File: config.mk
export PLATFORM = sky130hd
export DESIGN_NAME = fault_severity_indicator
export DESIGN_NICKNAME = d
export VERILOG_FILES = /design/src/rtl/fault_sev_pkg.sv /design/src/rtl/fault_severity_indicator.sv
export VERILOG_INCLUDE_DIRS = /design/src /design/src/rtl
export SDC_FILE = /design/constraint.sdc
export NUM_CORES = 1
export LEC_CHECK = 0
export CORE_ASPECT_RATIO = 0.8
export CORE_MARGIN = 2
export CORE_UTILIZATION = 51
export CTS_BUF_LIST = sky130_fd_sc_hd__clkbuf_16
export DETAILED_ROUTE_END_ITERATION = 12
export DONT_BUFFER_PORTS = 1
export HOLD_SLACK_MARGIN = 0.05
export PLACE_DENSITY = 0.78
export SLEW_MARGIN = 20
export SYNTH_ARGS = -nofsm -noshare
export SYNTH_HDL_FRONTEND = slang
export SYNTH_SLANG_ARGS = --single-unit
File: constraint.sdc
create_clock -name mclk_in -period 7.8 [get_ports mclk_in]
set_clock_uncertainty 0.15 [all_clocks]
set_input_delay 0.39 -clock mclk_in [delete_from_list [all_inputs] [get_ports mclk_in]]
set_output_delay 0.39 -clock mclk_in [all_outputs]
set_load 0.01 [all_outputs]
File: src/rtl/fault_sev_defs.svh
// Summary of operation
// every detected fault is sorted as major, moderate or minor; cpu failure and memory corruption are always major, processor communication, link errors and transmitter switchover are minor.
// a major fault turns the green ready lamp off, a moderate fault lights the red fault lamp and a minor fault lights the yellow warning_lamp.
// memory error, sequence_coprocessor error, startup error, invalid instruction, too many i/o points and plug-in program memory error are moderate.
// major or moderate faults close fault_contact_a and open fault_contact_b against contact_return, minor faults do the opposite.
// on major faults ordinary outputs take their module setting (default reset) and advanced relays hold; on moderate both take their setting (default reset); on minor they continue.
// a fault with a stop/run policy is moderate when set to stop and minor when set to run.
// the policy defaults to stop for program, i/o comparison, i/o module, instruction, scan timeout and subroutine errors.
// the policy for subunit communication errors defaults to run, so that fault is minor unless reconfigured.
// in standard detection mode a momentary power failure opens contact a, closes contact b and holds both output kinds.
// in immediate detection mode a momentary power failure closes contact a, opens contact b, resets ordinary outputs and holds advanced relays.
// with several severities present at once, lamps, contacts and output actions follow the most severe one.
`ifndef FAULT_SEV_DEFS_SVH
`define FAULT_SEV_DEFS_SVH

// fault detector input positions
`define NUM_FAULTS       20
`define FLT_CPU          0
`define FLT_MEM_CRASH    1
`define FLT_MEM_ERR      2
`define FLT_COPROC       3
`define FLT_STARTUP      4
`define FLT_INVALID_INSN 5
`define FLT_IO_POINTS    6
`define FLT_PLUGIN_MEM   7
`define FLT_PROGRAM      8
`define FLT_IO_COMPARE   9
`define FLT_IO_MODULE    10
`define FLT_INSN_ERR     11
`define FLT_SCAN_TIMEOUT 12
`define FLT_SUBROUTINE   13
`define FLT_INTERRUPT    14
`define FLT_SUBUNIT_COMM 15
`define FLT_IPC          16
`define FLT_LINK         17
`define FLT_TX_SWITCH    18
`define FLT_POWER_FAIL   19

// register byte offsets
`define OFS_CTRL   8'h00
`define OFS_POLICY 8'h04
`define OFS_STATUS 8'h08
`define OFS_FAULTS 8'h0c
`define OFS_LOG    8'h10

// ctrl fields
`define CTRL_IMMEDIATE 0
`define CTRL_ORD_HOLD  1
`define CTRL_ADV_HOLD  2
`define CTRL_RST       3'h0

// policy: one run bit per configurable fault, program error at bit 0 up to
// subroutine at bit 5, subunit communication at bit 6
`define NUM_POLICY  7
`define POLICY_RST  7'h40

`endif

File: src/rtl/fault_sev_pkg.sv
package fault_sev_pkg;

  typedef enum logic [1:0] {
    SEV_NONE     = 2'b00,
    SEV_MINOR    = 2'b01,
    SEV_MODERATE = 2'b10,
    SEV_MAJOR    = 2'b11
  } severity_t;

  typedef enum logic [1:0] {
    ACT_CONTINUE = 2'b00,
    ACT_HOLD     = 2'b01,
    ACT_RESET    = 2'b10
  } out_action_t;

  typedef struct packed {
    logic        ready_lamp;
    logic        fault_lamp;
    logic        warning_lamp;
    logic        fault_contact_a;
    logic        fault_contact_b;
    out_action_t ord_action;
    out_action_t adv_action;
  } indicator_t;

endpackage

File: src/rtl/fault_severity_indicator.sv
// Design decisions made here: the AHB-Lite slave port and the register addresses.
`timescale 1ns/1ps
`default_nettype none
`include "fault_sev_defs.svh"

module fault_severity_indicator
  import fault_sev_pkg::*;
(
  // clock and reset
  input  wire logic                     mclk_in,
  input  wire logic                     sys_rst_in,
  // ahb-lite slave
  input  wire logic                     hsel_in,
  input  wire logic [31:0]              haddr_in,
  input  wire logic [1:0]               htrans_in,
  input  wire logic                     hwrite_in,
  input  wire logic [2:0]               hsize_in,
  input  wire logic [31:0]              hwdata_in,
  input  wire logic                     hready_in,
  output logic      [31:0]              hrdata_out,
  output logic                          hreadyout_out,
  output logic                          hresp_out,
  // fault detectors, asynchronous levels
  input  wire logic [`NUM_FAULTS-1:0]   fault_in,
  // lamps, relay contacts and output module command
  output indicator_t                    indicators_out
);

  ////////////////////////////////////////////////////////////////////////////
  // fault input synchroniser

  logic [`NUM_FAULTS-1:0] fault_meta_q;
  logic [`NUM_FAULTS-1:0] fault_q;

  always_ff @(posedge mclk_in or posedge sys_rst_in) begin
    if (sys_rst_in) begin
      fault_meta_q <= '0;
      fault_q      <= '0;
    end else begin
      fault_meta_q <= fault_in;
      fault_q      <= fault_meta_q;
    end
  end

  ////////////////////////////////////////////////////////////////////////////
  // registers

  logic [2:0]               ctrl_q;
  logic [`NUM_POLICY-1:0]   policy_q;
  logic [`NUM_FAULTS-1:0]   log_q;
  logic                     wr_pend_q;
  logic [7:0]               wr_addr_q;
  logic [31:0]              hrdata_q;
  logic                     xfer;
  logic [`NUM_FAULTS-1:0]   log_clr;

  // only the low byte of the address is decoded; the map repeats above it
  assign xfer = hsel_in & htrans_in[1] & hready_in;

  always_ff @(posedge mclk_in or posedge sys_rst_in) begin
    if (sys_rst_in) begin
      wr_pend_q <= 1'b0;
      wr_addr_q <= 8'h00;
    end else begin
      wr_pend_q <= xfer & hwrite_in;
      wr_addr_q <= {haddr_in[7:2], 2'b00};
    end
  end

  always_ff @(posedge mclk_in or posedge sys_rst_in) begin
    if (sys_rst_in) begin
      ctrl_q <= `CTRL_RST;
    end else if (wr_pend_q && wr_addr_q == `OFS_CTRL) begin
      ctrl_q <= hwdata_in[2:0];
    end
  end

  always_ff @(posedge mclk_in or posedge sys_rst_in) begin
    if (sys_rst_in) begin
      policy_q <= `POLICY_RST;
    end else if (wr_pend_q && wr_addr_q == `OFS_POLICY) begin
      policy_q <= hwdata_in[`NUM_POLICY-1:0];
    end
  end

  // sticky log of every fault seen; write one to clear, a new fault wins
  assign log_clr = (wr_pend_q && wr_addr_q == `OFS_LOG) ?
                   hwdata_in[`NUM_FAULTS-1:0] : '0;

  always_ff @(posedge mclk_in or posedge sys_rst_in) begin
    if (sys_rst_in) begin
      log_q <= '0;
    end else begin
      log_q <= (log_q & ~log_clr) | fault_q;
    end
  end

  ////////////////////////////////////////////////////////////////////////////
  // classification

  logic      major_f;
  logic      fixed_mod_f;
  logic      fixed_min_f;
  logic [`NUM_POLICY-1:0] cfg_f;
  logic      cfg_mod_f;
  logic      cfg_min_f;
  logic      pwr_f;
  severity_t sev;

  assign major_f     = fault_q[`FLT_CPU] | fault_q[`FLT_MEM_CRASH];
  assign fixed_mod_f = fault_q[`FLT_MEM_ERR] | fault_q[`FLT_COPROC] |
                       fault_q[`FLT_STARTUP] | fault_q[`FLT_INVALID_INSN] |
                       fault_q[`FLT_IO_POINTS] | fault_q[`FLT_PLUGIN_MEM] |
                       fault_q[`FLT_INTERRUPT];
  assign pwr_f       = fault_q[`FLT_POWER_FAIL];
  assign fixed_min_f = fault_q[`FLT_IPC] | fault_q[`FLT_LINK] |
                       fault_q[`FLT_TX_SWITCH] | pwr_f;
  assign cfg_f       = {fault_q[`FLT_SUBUNIT_COMM],
                        fault_q[`FLT_SUBROUTINE:`FLT_PROGRAM]};
  // stop makes the fault moderate, run makes it minor
  assign cfg_mod_f   = |(cfg_f & ~policy_q);
  assign cfg_min_f   = |(cfg_f & policy_q);

  // the most severe active fault decides everything downstream
  always_comb begin
    if (major_f) begin
      sev = SEV_MAJOR;
    end else if (fixed_mod_f || cfg_mod_f) begin
      sev = SEV_MODERATE;
    end else if (fixed_min_f || cfg_min_f) begin
      sev = SEV_MINOR;
    end else begin
      sev = SEV_NONE;
    end
  end

  function automatic out_action_t setting(input logic hold);
    setting = hold ? ACT_HOLD : ACT_RESET;
  endfunction

  ////////////////////////////////////////////////////////////////////////////
  // indicator outputs

  indicator_t ind_d;
  indicator_t ind_q;

  always_comb begin
    ind_d                 = '0;
    ind_d.ready_lamp      = (sev != SEV_MAJOR);
    ind_d.fault_lamp      = (sev == SEV_MODERATE);
    ind_d.warning_lamp    = (sev == SEV_MINOR);
    ind_d.fault_contact_a = 1'b0;
    ind_d.fault_contact_b = 1'b1;
    ind_d.ord_action      = ACT_CONTINUE;
    ind_d.adv_action      = ACT_CONTINUE;
    case (sev)
      SEV_MAJOR: begin
        ind_d.fault_contact_a = 1'b1;
        ind_d.fault_contact_b = 1'b0;
        ind_d.ord_action      = setting(ctrl_q[`CTRL_ORD_HOLD]);
        ind_d.adv_action      = ACT_HOLD;
      end
      SEV_MODERATE: begin
        ind_d.fault_contact_a = 1'b1;
        ind_d.fault_contact_b = 1'b0;
        ind_d.ord_action      = setting(ctrl_q[`CTRL_ORD_HOLD]);
        ind_d.adv_action      = setting(ctrl_q[`CTRL_ADV_HOLD]);
      end
      SEV_MINOR: begin
        // power failure overrides the plain minor behaviour per mode
        if (pwr_f && ctrl_q[`CTRL_IMMEDIATE]) begin
          ind_d.fault_contact_a = 1'b1;
          ind_d.fault_contact_b = 1'b0;
          ind_d.ord_action      = ACT_RESET;
          ind_d.adv_action      = ACT_HOLD;
        end else if (pwr_f) begin
          ind_d.ord_action      = ACT_HOLD;
          ind_d.adv_action      = ACT_HOLD;
        end
      end
      default: begin
      end
    endcase
  end

  always_ff @(posedge mclk_in or posedge sys_rst_in) begin
    if (sys_rst_in) begin
      ind_q <= '{ready_lamp: 1'b1, fault_lamp: 1'b0, warning_lamp: 1'b0,
                 fault_contact_a: 1'b0, fault_contact_b: 1'b1,
                 ord_action: ACT_CONTINUE, adv_action: ACT_CONTINUE};
    end else begin
      ind_q <= ind_d;
    end
  end

  assign indicators_out = ind_q;

  ////////////////////////////////////////////////////////////////////////////
  // read data, registered in the address phase so it stands in the data phase

  always_ff @(posedge mclk_in or posedge sys_rst_in) begin
    if (sys_rst_in) begin
      hrdata_q <= 32'h0000_0000;
    end else if (xfer && !hwrite_in) begin
      case ({haddr_in[7:2], 2'b00})
        `OFS_CTRL:   hrdata_q <= {29'h0, ctrl_q};
        `OFS_POLICY: hrdata_q <= {25'h0, policy_q};
        `OFS_STATUS: hrdata_q <= {20'h0, ind_q, 1'b0, sev};
        `OFS_FAULTS: hrdata_q <= {12'h0, fault_q};
        `OFS_LOG:    hrdata_q <= {12'h0, log_q};
        default:     hrdata_q <= 32'h0000_0000;
      endcase
    end
  end

  // zero wait states, always okay
  assign hrdata_out    = hrdata_q;
  assign hreadyout_out = 1'b1;
  assign hresp_out     = 1'b0;

  ////////////////////////////////////////////////////////////////////////////
  // checks

  chk_cpu_major: assert property (
    @(posedge mclk_in) disable iff (sys_rst_in)
    fault_q[`FLT_CPU] |-> sev == SEV_MAJOR)
    else $error("cpu failure not classed major");

  chk_link_minor: assert property (
    @(posedge mclk_in) disable iff (sys_rst_in)
    (fault_q == (`NUM_FAULTS'(1) << `FLT_LINK)) |=> indicators_out.warning_lamp
      && indicators_out.ready_lamp && !indicators_out.fault_lamp)
    else $error("link error alone not shown as minor");

  chk_major_lamp: assert property (
    @(posedge mclk_in) disable iff (sys_rst_in)
    major_f |=> !indicators_out.ready_lamp)
    else $error("ready lamp stayed on during major fault");

  chk_fixed_moderate: assert property (
    @(posedge mclk_in) disable iff (sys_rst_in)
    (fault_q[`FLT_COPROC] && !major_f) |=> indicators_out.fault_lamp)
    else $error("coprocessor error did not light fault lamp");

  chk_contacts_severe: assert property (
    @(posedge mclk_in) disable iff (sys_rst_in)
    (sev == SEV_MAJOR || sev == SEV_MODERATE) |=>
      indicators_out.fault_contact_a && !indicators_out.fault_contact_b)
    else $error("contacts wrong for major or moderate fault");

  chk_major_outputs: assert property (
    @(posedge mclk_in) disable iff (sys_rst_in)
    major_f |=> indicators_out.adv_action == ACT_HOLD &&
      indicators_out.ord_action ==
        ($past(ctrl_q[`CTRL_ORD_HOLD]) ? ACT_HOLD : ACT_RESET))
    else $error("output actions wrong for major fault");

  chk_policy_stop: assert property (
    @(posedge mclk_in) disable iff (sys_rst_in)
    (fault_q[`FLT_SCAN_TIMEOUT] && !policy_q[4] && !major_f) |->
      sev == SEV_MODERATE)
    else $error("stop policy did not give moderate");

  chk_policy_defaults: assert property (
    @(posedge mclk_in) disable iff (sys_rst_in)
    $fell(sys_rst_in) |-> policy_q == `POLICY_RST)
    else $error("policy reset value wrong");

  chk_pf_standard: assert property (
    @(posedge mclk_in) disable iff (sys_rst_in)
    (sev == SEV_MINOR && pwr_f && !ctrl_q[`CTRL_IMMEDIATE]) |=>
      !indicators_out.fault_contact_a && indicators_out.fault_contact_b &&
      indicators_out.ord_action == ACT_HOLD &&
      indicators_out.adv_action == ACT_HOLD)
    else $error("standard mode power failure handling wrong");

  chk_pf_immediate: assert property (
    @(posedge mclk_in) disable iff (sys_rst_in)
    (sev == SEV_MINOR && pwr_f && ctrl_q[`CTRL_IMMEDIATE]) |=>
      indicators_out.fault_contact_a && !indicators_out.fault_contact_b &&
      indicators_out.ord_action == ACT_RESET &&
      indicators_out.adv_action == ACT_HOLD)
    else $error("immediate mode power failure handling wrong");

  chk_most_severe: assert property (
    @(posedge mclk_in) disable iff (sys_rst_in)
    (major_f && fixed_mod_f && pwr_f) |=> !indicators_out.fault_lamp &&
      !indicators_out.warning_lamp && indicators_out.fault_contact_a)
    else $error("mixed faults not driven by the most severe");

  chk_log_sticky: assert property (
    @(posedge mclk_in) disable iff (sys_rst_in)
    fault_q[`FLT_LINK] |=> log_q[`FLT_LINK])
    else $error("fault log lost a set");

  chk_moderate_lamp: assert property (
    @(posedge mclk_in) disable iff (sys_rst_in)
    sev == SEV_MODERATE |=> indicators_out.fault_lamp && indicators_out.ready_lamp &&
      !indicators_out.warning_lamp)
    else $error("moderate fault not shown on the red lamp alone");

  chk_idle_outputs: assert property (
    @(posedge mclk_in) disable iff (sys_rst_in)
    sev == SEV_NONE |=> indicators_out.ready_lamp && !indicators_out.fault_lamp &&
      !indicators_out.warning_lamp && !indicators_out.fault_contact_a &&
      indicators_out.fault_contact_b)
    else $error("idle indication wrong with no fault present");

  chk_plugin_moderate: assert property (
    @(posedge mclk_in) disable iff (sys_rst_in)
    (fault_q[`FLT_PLUGIN_MEM] && !major_f) |-> sev == SEV_MODERATE)
    else $error("plug-in memory error not classed moderate");

  chk_tx_switch_minor: assert property (
    @(posedge mclk_in) disable iff (sys_rst_in)
    (fault_q == (`NUM_FAULTS'(1) << `FLT_TX_SWITCH)) |-> sev == SEV_MINOR)
    else $error("transmitter switchover alone not classed minor");

  chk_minor_contacts: assert property (
    @(posedge mclk_in) disable iff (sys_rst_in)
    (sev == SEV_MINOR && !pwr_f) |=> !indicators_out.fault_contact_a &&
      indicators_out.fault_contact_b && indicators_out.ord_action == ACT_CONTINUE &&
      indicators_out.adv_action == ACT_CONTINUE)
    else $error("minor fault did not keep contacts and outputs running");

  chk_moderate_outputs: assert property (
    @(posedge mclk_in) disable iff (sys_rst_in)
    sev == SEV_MODERATE |=>
      indicators_out.ord_action == ($past(ctrl_q[`CTRL_ORD_HOLD]) ? ACT_HOLD : ACT_RESET) &&
      indicators_out.adv_action == ($past(ctrl_q[`CTRL_ADV_HOLD]) ? ACT_HOLD : ACT_RESET))
    else $error("output actions wrong for moderate fault");

  chk_subunit_run: assert property (
    @(posedge mclk_in) disable iff (sys_rst_in)
    (fault_q == (`NUM_FAULTS'(1) << `FLT_SUBUNIT_COMM) && policy_q[`NUM_POLICY-1]) |->
      sev == SEV_MINOR)
    else $error("subunit communication error under run policy not minor");

  // a clear with no fault behind it must really drop the bit
  chk_log_clear: assert property (
    @(posedge mclk_in) disable iff (sys_rst_in)
    (log_clr[`FLT_LINK] && !fault_q[`FLT_LINK]) |=> !log_q[`FLT_LINK])
    else $error("fault log bit not cleared");

endmodule

`default_nettype wire

**Word level (Yosys, flattened, before mapping)**

Index checks and enable logic that the tools add are counted.

- Register bits: 118
- Bits in latches: 0
- Bits in writable memories: 0
- Memory bits (read-only): 0
- Input bits: 94
- Output and inout bits: 43
- Word-level logic and storage cells: 67
- Memories kept: 0

- Add/sub/neg operators: 0
- Multiply operators: 0
- Divide/modulo/power cells: 0
- Magnitude comparators: 0
- Equal/unequal tests: 10
- Shift operators: 0
- Mux-type cells: 11
- Bitwise logic cells: 19
- Reductions and logical operators: 12

Operator list:

| operator | count |
|---|---|
| 20-bit one-hot mux with 5 select lines | 1 |
| 20-bit AND | 1 |
| 20-bit 2-to-1 mux | 1 |
| 20-bit inverter | 1 |
| 20-bit bitwise OR | 1 |
| 6-bit one-hot mux with 3 select lines | 1 |
| 7-bit AND | 2 |
| 7-bit OR reduction | 2 |
| 6-bit by 1-bit equality test with 1-bit output, second input constant | 2 |
| 6-bit by 2-bit equality test with 1-bit output, second input constant | 2 |
| 6-bit by 3-bit equality test with 1-bit output, second input constant | 2 |
| 2-bit 2-to-1 mux | 5 |
| 1-bit bitwise OR | 10 |
| 8-bit zero test | 1 |
| 7-bit inverter | 1 |
| 6-bit zero test | 1 |
| 1-bit logical AND | 5 |
| 2-bit equality test, second input constant | 2 |
| 4-bit 2-to-1 mux | 1 |
| 1-bit AND | 3 |
| 3-bit 2-to-1 mux | 1 |
| 2-bit by 1-bit equality test with 1-bit output, second input constant | 1 |
| 1-bit logical OR | 2 |
| 2-bit inequality test, second input constant | 1 |
| 2 further kinds | 2 |

**Depth between registers and ports, before layout**

Gate-level depths: netlist (run 1).

- Depth in word-level cells: 11
- Mapped depth: 6

**Worst setup path after synthesis (run 1)**

OpenSTA, ideal clock, no wires.

- Kind: reg-to-reg
- Start: register fault_q[4]
- End: register hrdata_q[1], in the netlist hrdata_out[1]
- Setup time: 0.131 ns
- Data arrival time: 1.634 ns
- Data required time: 7.519 ns
- Setup slack: 5.885 ns
- Stages on the path, launching flop included: 6
- Path buffers: 0
- Period minus slack after synthesis: 1.915 ns
- Cell sequence: dfrtp_1 or4_1 nor4_2 nand4_1 a221oi_1 o21ai_1

- Longest elaborated chain between the ends: 9

RTL lines:

| item | line | text |
|---|---|---|
| from (decl) | fault_severity_indicator.sv:33 | `` logic [`NUM_FAULTS-1:0] fault_q; `` |
| from (signal assigned) | fault_severity_indicator.sv:41 | `fault_q <= fault_meta_q;` |
| 1-bit bitwise OR (5 in series) | fault_severity_indicator.sv:111 | `` assign fixed_mod_f = fault_q[`FLT_MEM_ERR] \| fault_q[`FLT_COPROC] \| `` |
| 1-bit logical OR | fault_severity_indicator.sv:128 | `end else if (fixed_mod_f \|\| cfg_mod_f) begin` |
| 2-bit 2-to-1 mux | fault_severity_indicator.sv:128 |  |
| 2-bit 2-to-1 mux | fault_severity_indicator.sv:126 | `if (major_f) begin` |
| 20-bit one-hot mux with 5 select lines | fault_severity_indicator.sv:205 | `case ({haddr_in[7:2], 2'b00})` |
| to (signal assigned) | fault_severity_indicator.sv:206 | `` `OFS_CTRL: hrdata_q <= {29'h0, ctrl_q}; `` |
| to (signal assigned) | fault_severity_indicator.sv:207 | `` `OFS_POLICY: hrdata_q <= {25'h0, policy_q}; `` |
| to (signal assigned) | fault_severity_indicator.sv:208 | `` `OFS_STATUS: hrdata_q <= {20'h0, ind_q, 1'b0, sev}; `` |
| to (decl) | fault_severity_indicator.sv:53 | `logic [31:0] hrdata_q;` |

No other way between the ends.
A chain may end at the register's enable or synchronous reset.

**Worst setup path after layout (run 1)**

- Start: register fault_q[2]
- End: register hrdata_q[1], in the netlist hrdata_out[1]

- Longest elaborated chain between the ends: 10

RTL lines:

| item | line |
|---|---|
| 1-bit bitwise OR (6 in series) | fault_severity_indicator.sv:111 |
| 1-bit logical OR | fault_severity_indicator.sv:128 |
| 2-bit 2-to-1 mux | fault_severity_indicator.sv:128 |
| 2-bit 2-to-1 mux | fault_severity_indicator.sv:126 |
| 20-bit one-hot mux with 5 select lines | fault_severity_indicator.sv:205 |

No other way between the ends.

==> reports/metrics.csv, run 1 <==
metric,value,unit
status,"complete, no violations",
Synth Instances,313,
CTS Sinks,106,
H-tree Lvls,3,
synthesized area per cell,12.7,um^2
Die W,103,um
Max-Cap Viols,0,
Worst setup SP type,flop,
vias,2616,
CP peak stage delay,0.54,ns
Peak VDD IR,162,uV
CTS tree,built,
Yosys warnings,0,
Async SR Flop Fraction,100,%
crit end category,flop,
GP Congestion,0.920,
# diodes,0,
post-synthesis register bit count,106,
DP Cell Count,409,
RSZ-0062 raised after global routing,false,
top post-synthesis cells by area,"dfrtp_1 65%, nand2_1 4.7%, a21o_1 4.2%",
final hold vios,0,
antenna violations before repair,0,
# nets final,446,
critical-path cell list,or4_1 -> nor4_2 -> nand4_1 -> a221oi_1 -> o21ai_1,
critical path peak fanout,6,
worst min path class,primary input to flop,
Num CTS Buffers,9,
Area growth syn-to-layout,17.8,%
Post-DRT Antenna Nets,0,
grt ovf,0,
met1 usage,30.6,%
hold path depth,2,
hold buffer count at cts,37,
Final setup viols,0,
vias in the first global route,2533,
met3 GRT Util,7.91,%
final setup margin,5.50,ns
fin cells,462,
Critical Path Slowest Stage Cell,or4_1,
PortBufs,0,
Post-synth EDFFs,0,
insertion delay to the later sink of the worst-skew pair,0.35,ns
worst slew pin tran,0.912,ns
Overall Global Routing Usage,21.5,%
share of cells above drive strength 1,10.4,%
largest net degree at the start of global routing,72,
die height,82.8,um
setup bufs post-CTS,0,
Max Root-Sink Buffers,2,
post-CTS sizing,0,
Setup Total Neg Slack,0,ns
Cell variety after synth,41,
WL/cell,18.1,um
max-slew violation count,0,
gr busiest metal,met2,
Main synth FF type,dfrtp_1,
Initial DRC Count,274,
register area share after synthesis,67.1,%
fmax,435,MHz
Worst-path clk slew,0.07,ns
Vias/cell,5.66,
Row Count,28,
Setup CP Type,flop to flop,
core area,7460,um^2
dpl hpwl,5660,um
"Power, Total",1050,uW
crit path time final,2.30,ns
post-synth top area share,65.1,%
CP required,7.88,ns
Initial Utilization,53.1,%
Synth area leader,dfrtp_1,
Die ar.,8490,um^2
Slew HR,39.1,%
WP data arrival,2.38,ns
setup slack at placement,5.21,ns
DRC errors left,0,
Leak,0.00190,uW
global-route wire length before repair,13600,um
P per Cell Area,224,nW/um^2
CTS root buf,clkbuf_16,
fin crit share,29.5,%
mapped cell area,3960,um^2
R2R cell count,5,
Pre-Repair DR Iteration Count,5,
DRT Wirelength,8350,um
io pins,137,
met2 Resource Use GR,30.8,%
-- worst max-delay path: cells and delay by family (launching register included) --
family | cells | cell delay [ns]
simple gates | 3 | 1.10
flops | 1 | 0.42
compound gates | 2 | 0.51
-- layout make-up --
type	instances	area, um^2
clock inverters	7	61.3
flip-flops and latches	106	2660
repair buffers	42	408
well taps	105	131
multi-input cells	187	1160
fillers	595	2800
clock buffers	9	225
inverters	6	25.0
-- flip-flops by register name (all words and copies together), names as in the netlist --
name	count
indicators_out	9
hrdata_out	20
wr_pend_q	1
wr_addr_q	6
policy_q	7
log_q	20
fault_meta_q	20
ctrl_q	3
fault_q	20
-- report_power, final --
| part | switching (uW) | leakage, uW | internal [uW] | total [uW] |
|---|---|---|---|---|
| Combinational | 23.5 | 0.000542 | 19.9 | 43.4 |
| Clock | 203 | 0.000135 | 222 | 426 |
| Sequential | 12.4 | 0.00123 | 565 | 578 |
| Total | 239 | 0.00190 | 808 | 1050 |
-- cell usage after synthesis, types with 2 or more instances --
master,n
clkbuf_1,7
dfrtp_1,103
a221oi_1,2
a22oi_1,16
mux2_2,7
nor2_1,2
a21oi_1,7
o21ai_1,9
nor4_2,2
conb_1,2
nor2b_1,4
buf_4,14
nor3_1,3
a222oi_1,7
dfstp_2,3
buf_2,3
nor4_1,3
inv_1,6
nor3b_1,3
o21ai_0,11
a22o_1,6
nand2_1,50
a211oi_1,2
and3_1,3
a21o_1,22
-- layer usage --
layer | vias to the layer above | routed length (um) | share of wire [%]
met3 | 11 | 1070 | 13
met2 | 143 | 3720 | 45
li1 | 1169 | - | -
met4 | 0 | 142 | 1.7
met1 | 1293 | 3420 | 41
met5 | - | 0 | 0
-- worst paths after layout --
check	from	to	slack (ns)
max in group asynchronous	sys_rst_in	hrdata_out[3]$_DFFE_PP0P_	5.93
min reg2reg	fault_meta_q[19]$_DFF_PP0_	fault_q[19]$_DFF_PP0_	0.20
max	fault_q[2]$_DFF_PP0_	hrdata_out[1]$_DFFE_PP0P_	5.50
min in group asynchronous	sys_rst_in	fault_meta_q[2]$_DFF_PP0_	0.37
max reg2reg	fault_q[2]$_DFF_PP0_	hrdata_out[1]$_DFFE_PP0P_	5.50
min	hwdata_in[12]	log_q[12]$_DFF_PP0_	0.06
-- logic make-up (layout without fill, tap and decap cells) --
kind of cell,Yosys count,count (layout),share of synthesized area [%]
flip-flops,106,106,67.1
AO/OA/AOI/OAI,86,86,15.4
AND/OR/NAND/NOR,79,79,10.1
buffers and inverters,32,64,4.93
multiplexers,8,8,2.24
other,2,14,0.190
-- metrics by stage --
stage	util, %	area [um^2]	hold WS [ns]
finish	62.5	4670	0.0560
floorplan	-	4010	0.181
global placement	53.7	4010	0.137
detailed placement	53.7	4010	0.142
global route	62.5	4670	0.0584
CTS	62.5	4670	0.0520
-- layout by cell type, fill, tap and decap left out, types with 2 or more instances in the layout --
master / instances
a211oi_1: 2
a21o_1: 22
a21oi_1: 7
a221oi_1: 2
a222oi_1: 7
a22o_1: 6
a22oi_1: 16
and3_1: 3
buf_4: 5
clkbuf_16: 9
clkinvlp_4: 2
conb_1: 14
dfrtp_1: 103
dfstp_2: 3
dlygate4sd3_1: 37
inv_1: 5
inv_6: 3
mux2_2: 7
nand2_1: 50
nor2_1: 2
nor2b_1: 4
nor3_1: 3
nor3b_1: 2
nor4_1: 3
nor4_2: 2
o21ai_0: 11
o21ai_1: 9
Note: power is estimated with default switching activity, not from simulation.
==> inputs of run 2 (changes only) <==
--- a/config.mk
+++ b/config.mk
@@ -13,7 +13,7 @@
 export DETAILED_ROUTE_END_ITERATION = 12
 export DONT_BUFFER_PORTS = 1
 export HOLD_SLACK_MARGIN = 0.05
-export PLACE_DENSITY = 0.78
+export PLACE_DENSITY = 0.81
 export SLEW_MARGIN = 20
 export SYNTH_ARGS = -nofsm -noshare
 export SYNTH_HDL_FRONTEND = slang
==> constraint.sdc (replaced) <==
create_clock -name mclk_in -period 2 [get_ports mclk_in]
set_clock_uncertainty 0.15 [all_clocks]
set_input_delay 0.1 -clock mclk_in [delete_from_list [all_inputs] [get_ports mclk_in]]
set_output_delay 0.1 -clock mclk_in [all_outputs]
set_load 0.01 [all_outputs]
==> reports/metrics.csv, run 2 (synthesized netlist as in run 1, its figures left out) <==
metric,value,unit,change
WL/cell,18.4,um,was 18.1 um
top layer in use,met4,,unchanged
Row Count,28,,unchanged
"Power, Total",4110,uW,was 1050 uW
CTS Sinks,106,,unchanged
Die W,103,um,unchanged
P per Cell Area,817,nW/um^2,was 224 nW/um^2
Worst setup SP type,flop,,unchanged
Net Switching,938,uW,was 239 uW
die height,82.8,um,unchanged
largest net degree at the start of global routing,66,,was 72
Leak,0.00210,uW,was 0.00190 uW
register cell area after layout,2660,um^2,unchanged
reg2reg start,fault_q[2]$_DFF_PP0_,,unchanged
Clk pwr share,39.7,%,was 40.7%
vias,2874,,was 2616
R2R cell count,7,,was 5
crit path time final,2.01,ns,was 2.30 ns
post-layout util,67.4,%,was 62.5%
Initial Utilization,53.1,%,unchanged
Peak VDD IR,643,uV,was 162 uV
area post-placement,4190,um^2,was 4010 um^2
antenna violations before repair,0,,unchanged
# fillers,549,,was 595
Overall Global Routing Usage,23.3,%,was 21.5%
DRT Wirelength,9200,um,was 8350 um
CP required,2.08,ns,was 7.88 ns
metal3 WL,884,um,was 1070 um
io pins,137,,unchanged
RSZ-0062 raised after global routing,true,,was false
H-tree Lvls,3,,unchanged
WP data arrival,2.09,ns,was 2.38 ns
grt ovf,0,,unchanged
hold wc startpoint,haddr_in[2],,was hwdata_in[12]
final hold vios,0,,unchanged
design area,5030,um^2,was 4670 um^2
"commonest cells after routing, fill and taps aside","103 x dfrtp_1, 52 x dlygate4sd3_1, 50 x nand2_1",,"was 103 x dfrtp_1, 50 x nand2_1, 37 x dlygate4sd3_1"
combinational share of power,5.5,%,was 4.1%
multi-input logic area,1180,um^2,was 1160 um^2
crit end category,flop,,unchanged
DRC errors left,0,,unchanged
Pre-Repair DR Iteration Count,8,,was 5
failing checks,setup timing,,
Worst-path clk slew,0.07,ns,about the same
Max-Cap Viols,0,,unchanged
PortBufs,0,,unchanged
Int Pwr,3170,uW,was 808 uW
hold_ws,0.0652,ns,was 0.0560 ns
RR Endpoint,indicators_out[3]$_DFF_PP0_,,was hrdata_out[1]$_DFFE_PP0P_
sw frac,22.8,%,about the same
FF-to-FF setup slack,-0.01,ns,was 5.50 ns
hold path depth,4,,was 2
Final setup viols,2,,was 0
"commonest non-fill, non-tap cell in the layout",dfrtp_1,,unchanged
M1 wire length,3770,um,was 3420 um
worst min path class,primary input to flop,,unchanged
Initial DRC Count,296,,was 274
Die ar.,8490,um^2,unchanged
Area growth syn-to-layout,27.0,%,was 17.8%
fmax,497,MHz,was 435 MHz
worst hold endpoint,hrdata_out[8]$_DFFE_PP0P_,,was log_q[12]$_DFF_PP0_
met2 WL,4320,um,was 3720 um
fin crit share,101,%,was 29.5%
# nets final,485,,was 446
max-slew violation count,0,,unchanged
vias in the first global route,2912,,was 2533
CTS tree,built,,unchanged
setup slack at placement,-0.102,ns,was 5.21 ns
critical path peak fanout,4,,was 6
final setup margin,-0.0123,ns,was 5.50 ns
global-route wire length before repair,15000,um,was 13600 um
Max Root-Sink Buffers,2,,unchanged
# diodes,0,,unchanged
Post-DRT Antenna Nets,0,,unchanged
CTS root buf,clkbuf_16,,unchanged
GP Congestion,0.967,,was 0.920
Flop pwr share,54.8,%,was 55.2%
Vias/cell,5.74,,was 5.66
core area,7460,um^2,unchanged
Num CTS Buffers,9,,unchanged
status,finished with violations,,"was complete, no violations"
insertion delay to the later sink of the worst-skew pair,0.34,ns,was 0.35 ns
dpl hpwl,6220,um,was 5660 um
share of cells above drive strength 1,15.9,%,was 10.4%
Setup CP Type,flop to flop,,unchanged
-- run 2: changes by cell type in the layout (fill, tap and decap cells not counted), sizes merged --
cell,change
dlygate4sd3,+15
buf,+24
inv,-2
clkinv,+2
-- run 2: power groups by stage --
stage	clock network (uW)	registers (uW)	logic, uW
2_1_floorplan	0	2280	109
3_3_place_gp	0	2290	133
3_5_place_dp	0	2290	136
4_1_cts	1660	2250	225
5_1_grt	1750	2260	250
6_report	1630	2250	225
-- run 2: worst max path at each step --
stage                         startpoint                          end  slack (ns)  cells past startpoint
floorplan           fault_q[4]$_DFF_PP0_    hrdata_out[1]$_DFFE_PP0P_        0.08                      5
global placement    fault_q[2]$_DFF_PP0_    hrdata_out[1]$_DFFE_PP0P_       -0.09                      5
detailed placement  fault_q[2]$_DFF_PP0_    hrdata_out[1]$_DFFE_PP0P_       -0.10                      5
CTS                 fault_q[2]$_DFF_PP0_    hrdata_out[1]$_DFFE_PP0P_       -0.04                      5
global route        fault_q[4]$_DFF_PP0_  indicators_out[3]$_DFF_PP0_       -0.12                      7
finish              fault_q[2]$_DFF_PP0_  indicators_out[3]$_DFF_PP0_       -0.01                      7
-- run 2: through the flow --
| step | cells | TNS [ns] |
|---|---|---|
| 2_1_floorplan | 325 | 0 |
| 3_3_place_gp | 430 | -0.214 |
| 3_5_place_dp | 430 | -0.244 |
| 4_1_cts | 499 | -0.0671 |
| 5_1_grt | 501 | -0.309 |
| 6_report | 501 | -0.0232 |
-- run 2: metal layers --
metal	global-route usage [%]	vias to the layer above
met5	0	-
met4	7.15	0
met3	6.57	28
met2	35.6	165
met1	32.6	1432
li1	-	1249
-- run 2: layout make-up --
type	instances	share of cell area, %
clock buffer	9	4.48
inverter	6	0.522
tap	105	2.61
timing repair buffer	81	15.2
multi-input combinational	187	23.4
sequential	106	52.8
clock inverter	7	1.02
-- run 2: worst max-delay path: stages (launching register included) --
cell	delay, ns
dfrtp_1	0.40
or4_4	0.53
nor4_4	0.18
nand4_1	0.18
buf_4	0.19
a21o_1	0.16
inv_1	0.07
a21oi_1	0.04
-- run 2: timing repair --
action,in CTS,in global routing
hold buffers,53,0
gates cloned,0,0
setup buffers,0,3
endpoints found under the hold margin,162,0
gates resized for setup,3,3
endpoints found under the setup margin,5,20
pin swaps,0,1
==> inputs of run 3 (changes only) <==
--- a/config.mk
+++ b/config.mk
@@ -12,7 +12,8 @@
 export CTS_BUF_LIST = sky130_fd_sc_hd__clkbuf_16
 export DETAILED_ROUTE_END_ITERATION = 12
 export DONT_BUFFER_PORTS = 1
-export HOLD_SLACK_MARGIN = 0.05
+export GPL_TIMING_DRIVEN = 0
+export HOLD_SLACK_MARGIN = 0.08
 export PLACE_DENSITY = 0.81
 export SLEW_MARGIN = 20
 export SYNTH_ARGS = -nofsm -noshare
==> reports/metrics.csv, run 3 (synthesized netlist as in run 1, its figures left out) <==
metric,value,unit,change
Setup Total Neg Slack,-0.0616,ns,was -0.0232 ns
worst slew pin tran,0.703,ns,
Worst-path clk slew,0.07,ns,about the same
final hold vios,0,,unchanged
# fillers,549,,unchanged
Setup CP Type,flop to flop,,unchanged
critical path peak fanout,4,,unchanged
WL/cell,19.1,um,was 18.4 um
hold_ws,0.123,ns,was 0.0652 ns
gr busiest metal,met2,,unchanged
Worst setup SP type,flop,,unchanged
worst min path class,primary input to asynchronous set/reset pin,,was primary input to flop
Initial DRC Count,216,,was 296
Vias/cell,5.51,,was 5.74
register cell area after layout,2660,um^2,unchanged
RSZ-0062 raised after global routing,true,,unchanged
vias in the first global route,2801,,was 2912
Die ar.,8490,um^2,unchanged
"Power, Total",4180,uW,was 4110 uW
met2 Resource Use GR,35.4,%,was 35.6%
largest net degree at the start of global routing,36,,was 66
vias,2778,,was 2874
failing checks,setup timing,,unchanged
Peak VDD IR,680,uV,was 643 uV
WP data arrival,2.12,ns,was 2.09 ns
H-tree Lvls,3,,unchanged
multi-input logic area,1220,um^2,was 1180 um^2
PortBufs,0,,unchanged
antenna violations before repair,0,,unchanged
Max Root-Sink Buffers,2,,unchanged
fmax,485,MHz,was 497 MHz
Max-Cap Viols,0,,unchanged
crit end category,flop,,unchanged
"commonest non-fill, non-tap cell in the layout",dfrtp_1,,unchanged
insertion delay to the later sink of the worst-skew pair,0.35,ns,was 0.34 ns
DRC errors left,0,,unchanged
met3 GRT Util,9.01,%,was 6.57%
Final setup viols,1,,was 2
CTS tree,built,,unchanged
grt ovf,0,,unchanged
dpl hpwl,6620,um,was 6220 um
global-route wire length before repair,15400,um,was 15000 um
fin crit share,103,%,was 101%
final setup margin,-0.0616,ns,was -0.0123 ns
"commonest cells after routing, fill and taps aside","103 x dfrtp_1, 49 x nand2_1, 49 x dlygate4sd3_1",,"was 103 x dfrtp_1, 52 x dlygate4sd3_1, 50 x nand2_1"
met1 usage,35.4,%,was 32.6%
Pre-Repair DR Iteration Count,5,,was 8
Area growth syn-to-layout,29.1,%,was 27.0%
Overall Global Routing Usage,24.4,%,was 23.3%
core area,7460,um^2,unchanged
max-slew violation count,0,,unchanged
CTS Sinks,106,,unchanged
Row Count,28,,unchanged
design area,5110,um^2,was 5030 um^2
# diodes,0,,unchanged
share of cells above drive strength 1,18.0,%,was 15.9%
Slew HR,52.8,%,
GP Congestion,0.898,,was 0.967
Die W,103,um,unchanged
Num CTS Buffers,9,,unchanged
status,finished with violations,,unchanged
io pins,137,,unchanged
area post-placement,4210,um^2,was 4190 um^2
Post-DRT Antenna Nets,0,,unchanged
CP required,2.06,ns,was 2.08 ns
CTS root buf,clkbuf_16,,unchanged
Leak,0.00213,uW,was 0.00210 uW
Initial Utilization,53.1,%,unchanged
# nets final,488,,was 485
die height,82.8,um,unchanged
crit path time final,2.06,ns,was 2.01 ns
DRT Wirelength,9620,um,was 9200 um
P per Cell Area,817,nW/um^2,about the same
==> run 3: stage by stage <==
stage	cells	setup slack (ns)	utilization, %
6_report	504	-0.0616	68.5
5_1_grt	504	-0.156	68.5
4_1_cts	502	-0.0637	67.8
3_5_place_dp	433	-0.344	56.4
3_3_place_gp	430	-0.306	55.5
2_1_floorplan	325	0.0846	-
==> run 3: path summary, 6_finish.rpt <==
kind,from,to,slack (ns),cells past startpoint
max,fault_q[2]$_DFF_PP0_,hrdata_out[1]$_DFFE_PP0P_,-0.06,6
min,sys_rst_in,fault_meta_q[2]$_DFF_PP0_,0.12,2
max reg2reg,fault_q[2]$_DFF_PP0_,hrdata_out[1]$_DFFE_PP0P_,-0.06,6
min reg2reg,fault_meta_q[17]$_DFF_PP0_,fault_q[17]$_DFF_PP0_,0.20,0
max in group asynchronous,sys_rst_in,indicators_out[4]$_DFF_PP1_,0.98,3
min in group mclk_in,haddr_in[3],hrdata_out[1]$_DFFE_PP0P_,0.12,5
==> run 3: timing repair <==
action | CTS | global route
endpoints found under the hold margin | 162 | 0
setup endpoints to repair | 29 | 32
gates resized for setup | 9 | 20
setup buffers | 4 | 2
pin swaps | 0 | 2
hold buffers | 49 | 0
==> run 3: power breakdown <==
| part | switching (uW) | internal (uW) |
|---|---|---|
| sequential | 51.2 | 2200 |
| combinational | 112 | 128 |
| clock | 813 | 868 |
==> run 3: final cells by class <==
| class | count | area share, % |
|---|---|---|
| Timing Repair Buffer | 58 | 11.9 |
| Sequential cell | 106 | 51.9 |
| Clock buffer | 9 | 4.40 |
| Clock inverter | 7 | 1.22 |
| Tap cell | 105 | 2.57 |
| Multi-Input combinational cell | 187 | 23.8 |
| Inverter | 6 | 0.514 |
| Buffer | 26 | 3.67 |
==> run 3: worst max-delay path, cell delays in order (launching register included) <==
cell and delay (ns):
dfrtp_1 0.40, or4_4 0.54, nor4_4 0.18, nand4_1 0.14, buf_6 0.17, a221oi_4 0.26, o21ai_1 0.09
==> run 3: per-layer routing <==
metal,vias up,part of all wire (%),wire length [um]
met4,0,1.2,119
met1,1374,43,4110
met3,12,10,989
li1,1254,-,-
met5,-,0,0
met2,138,46,4400
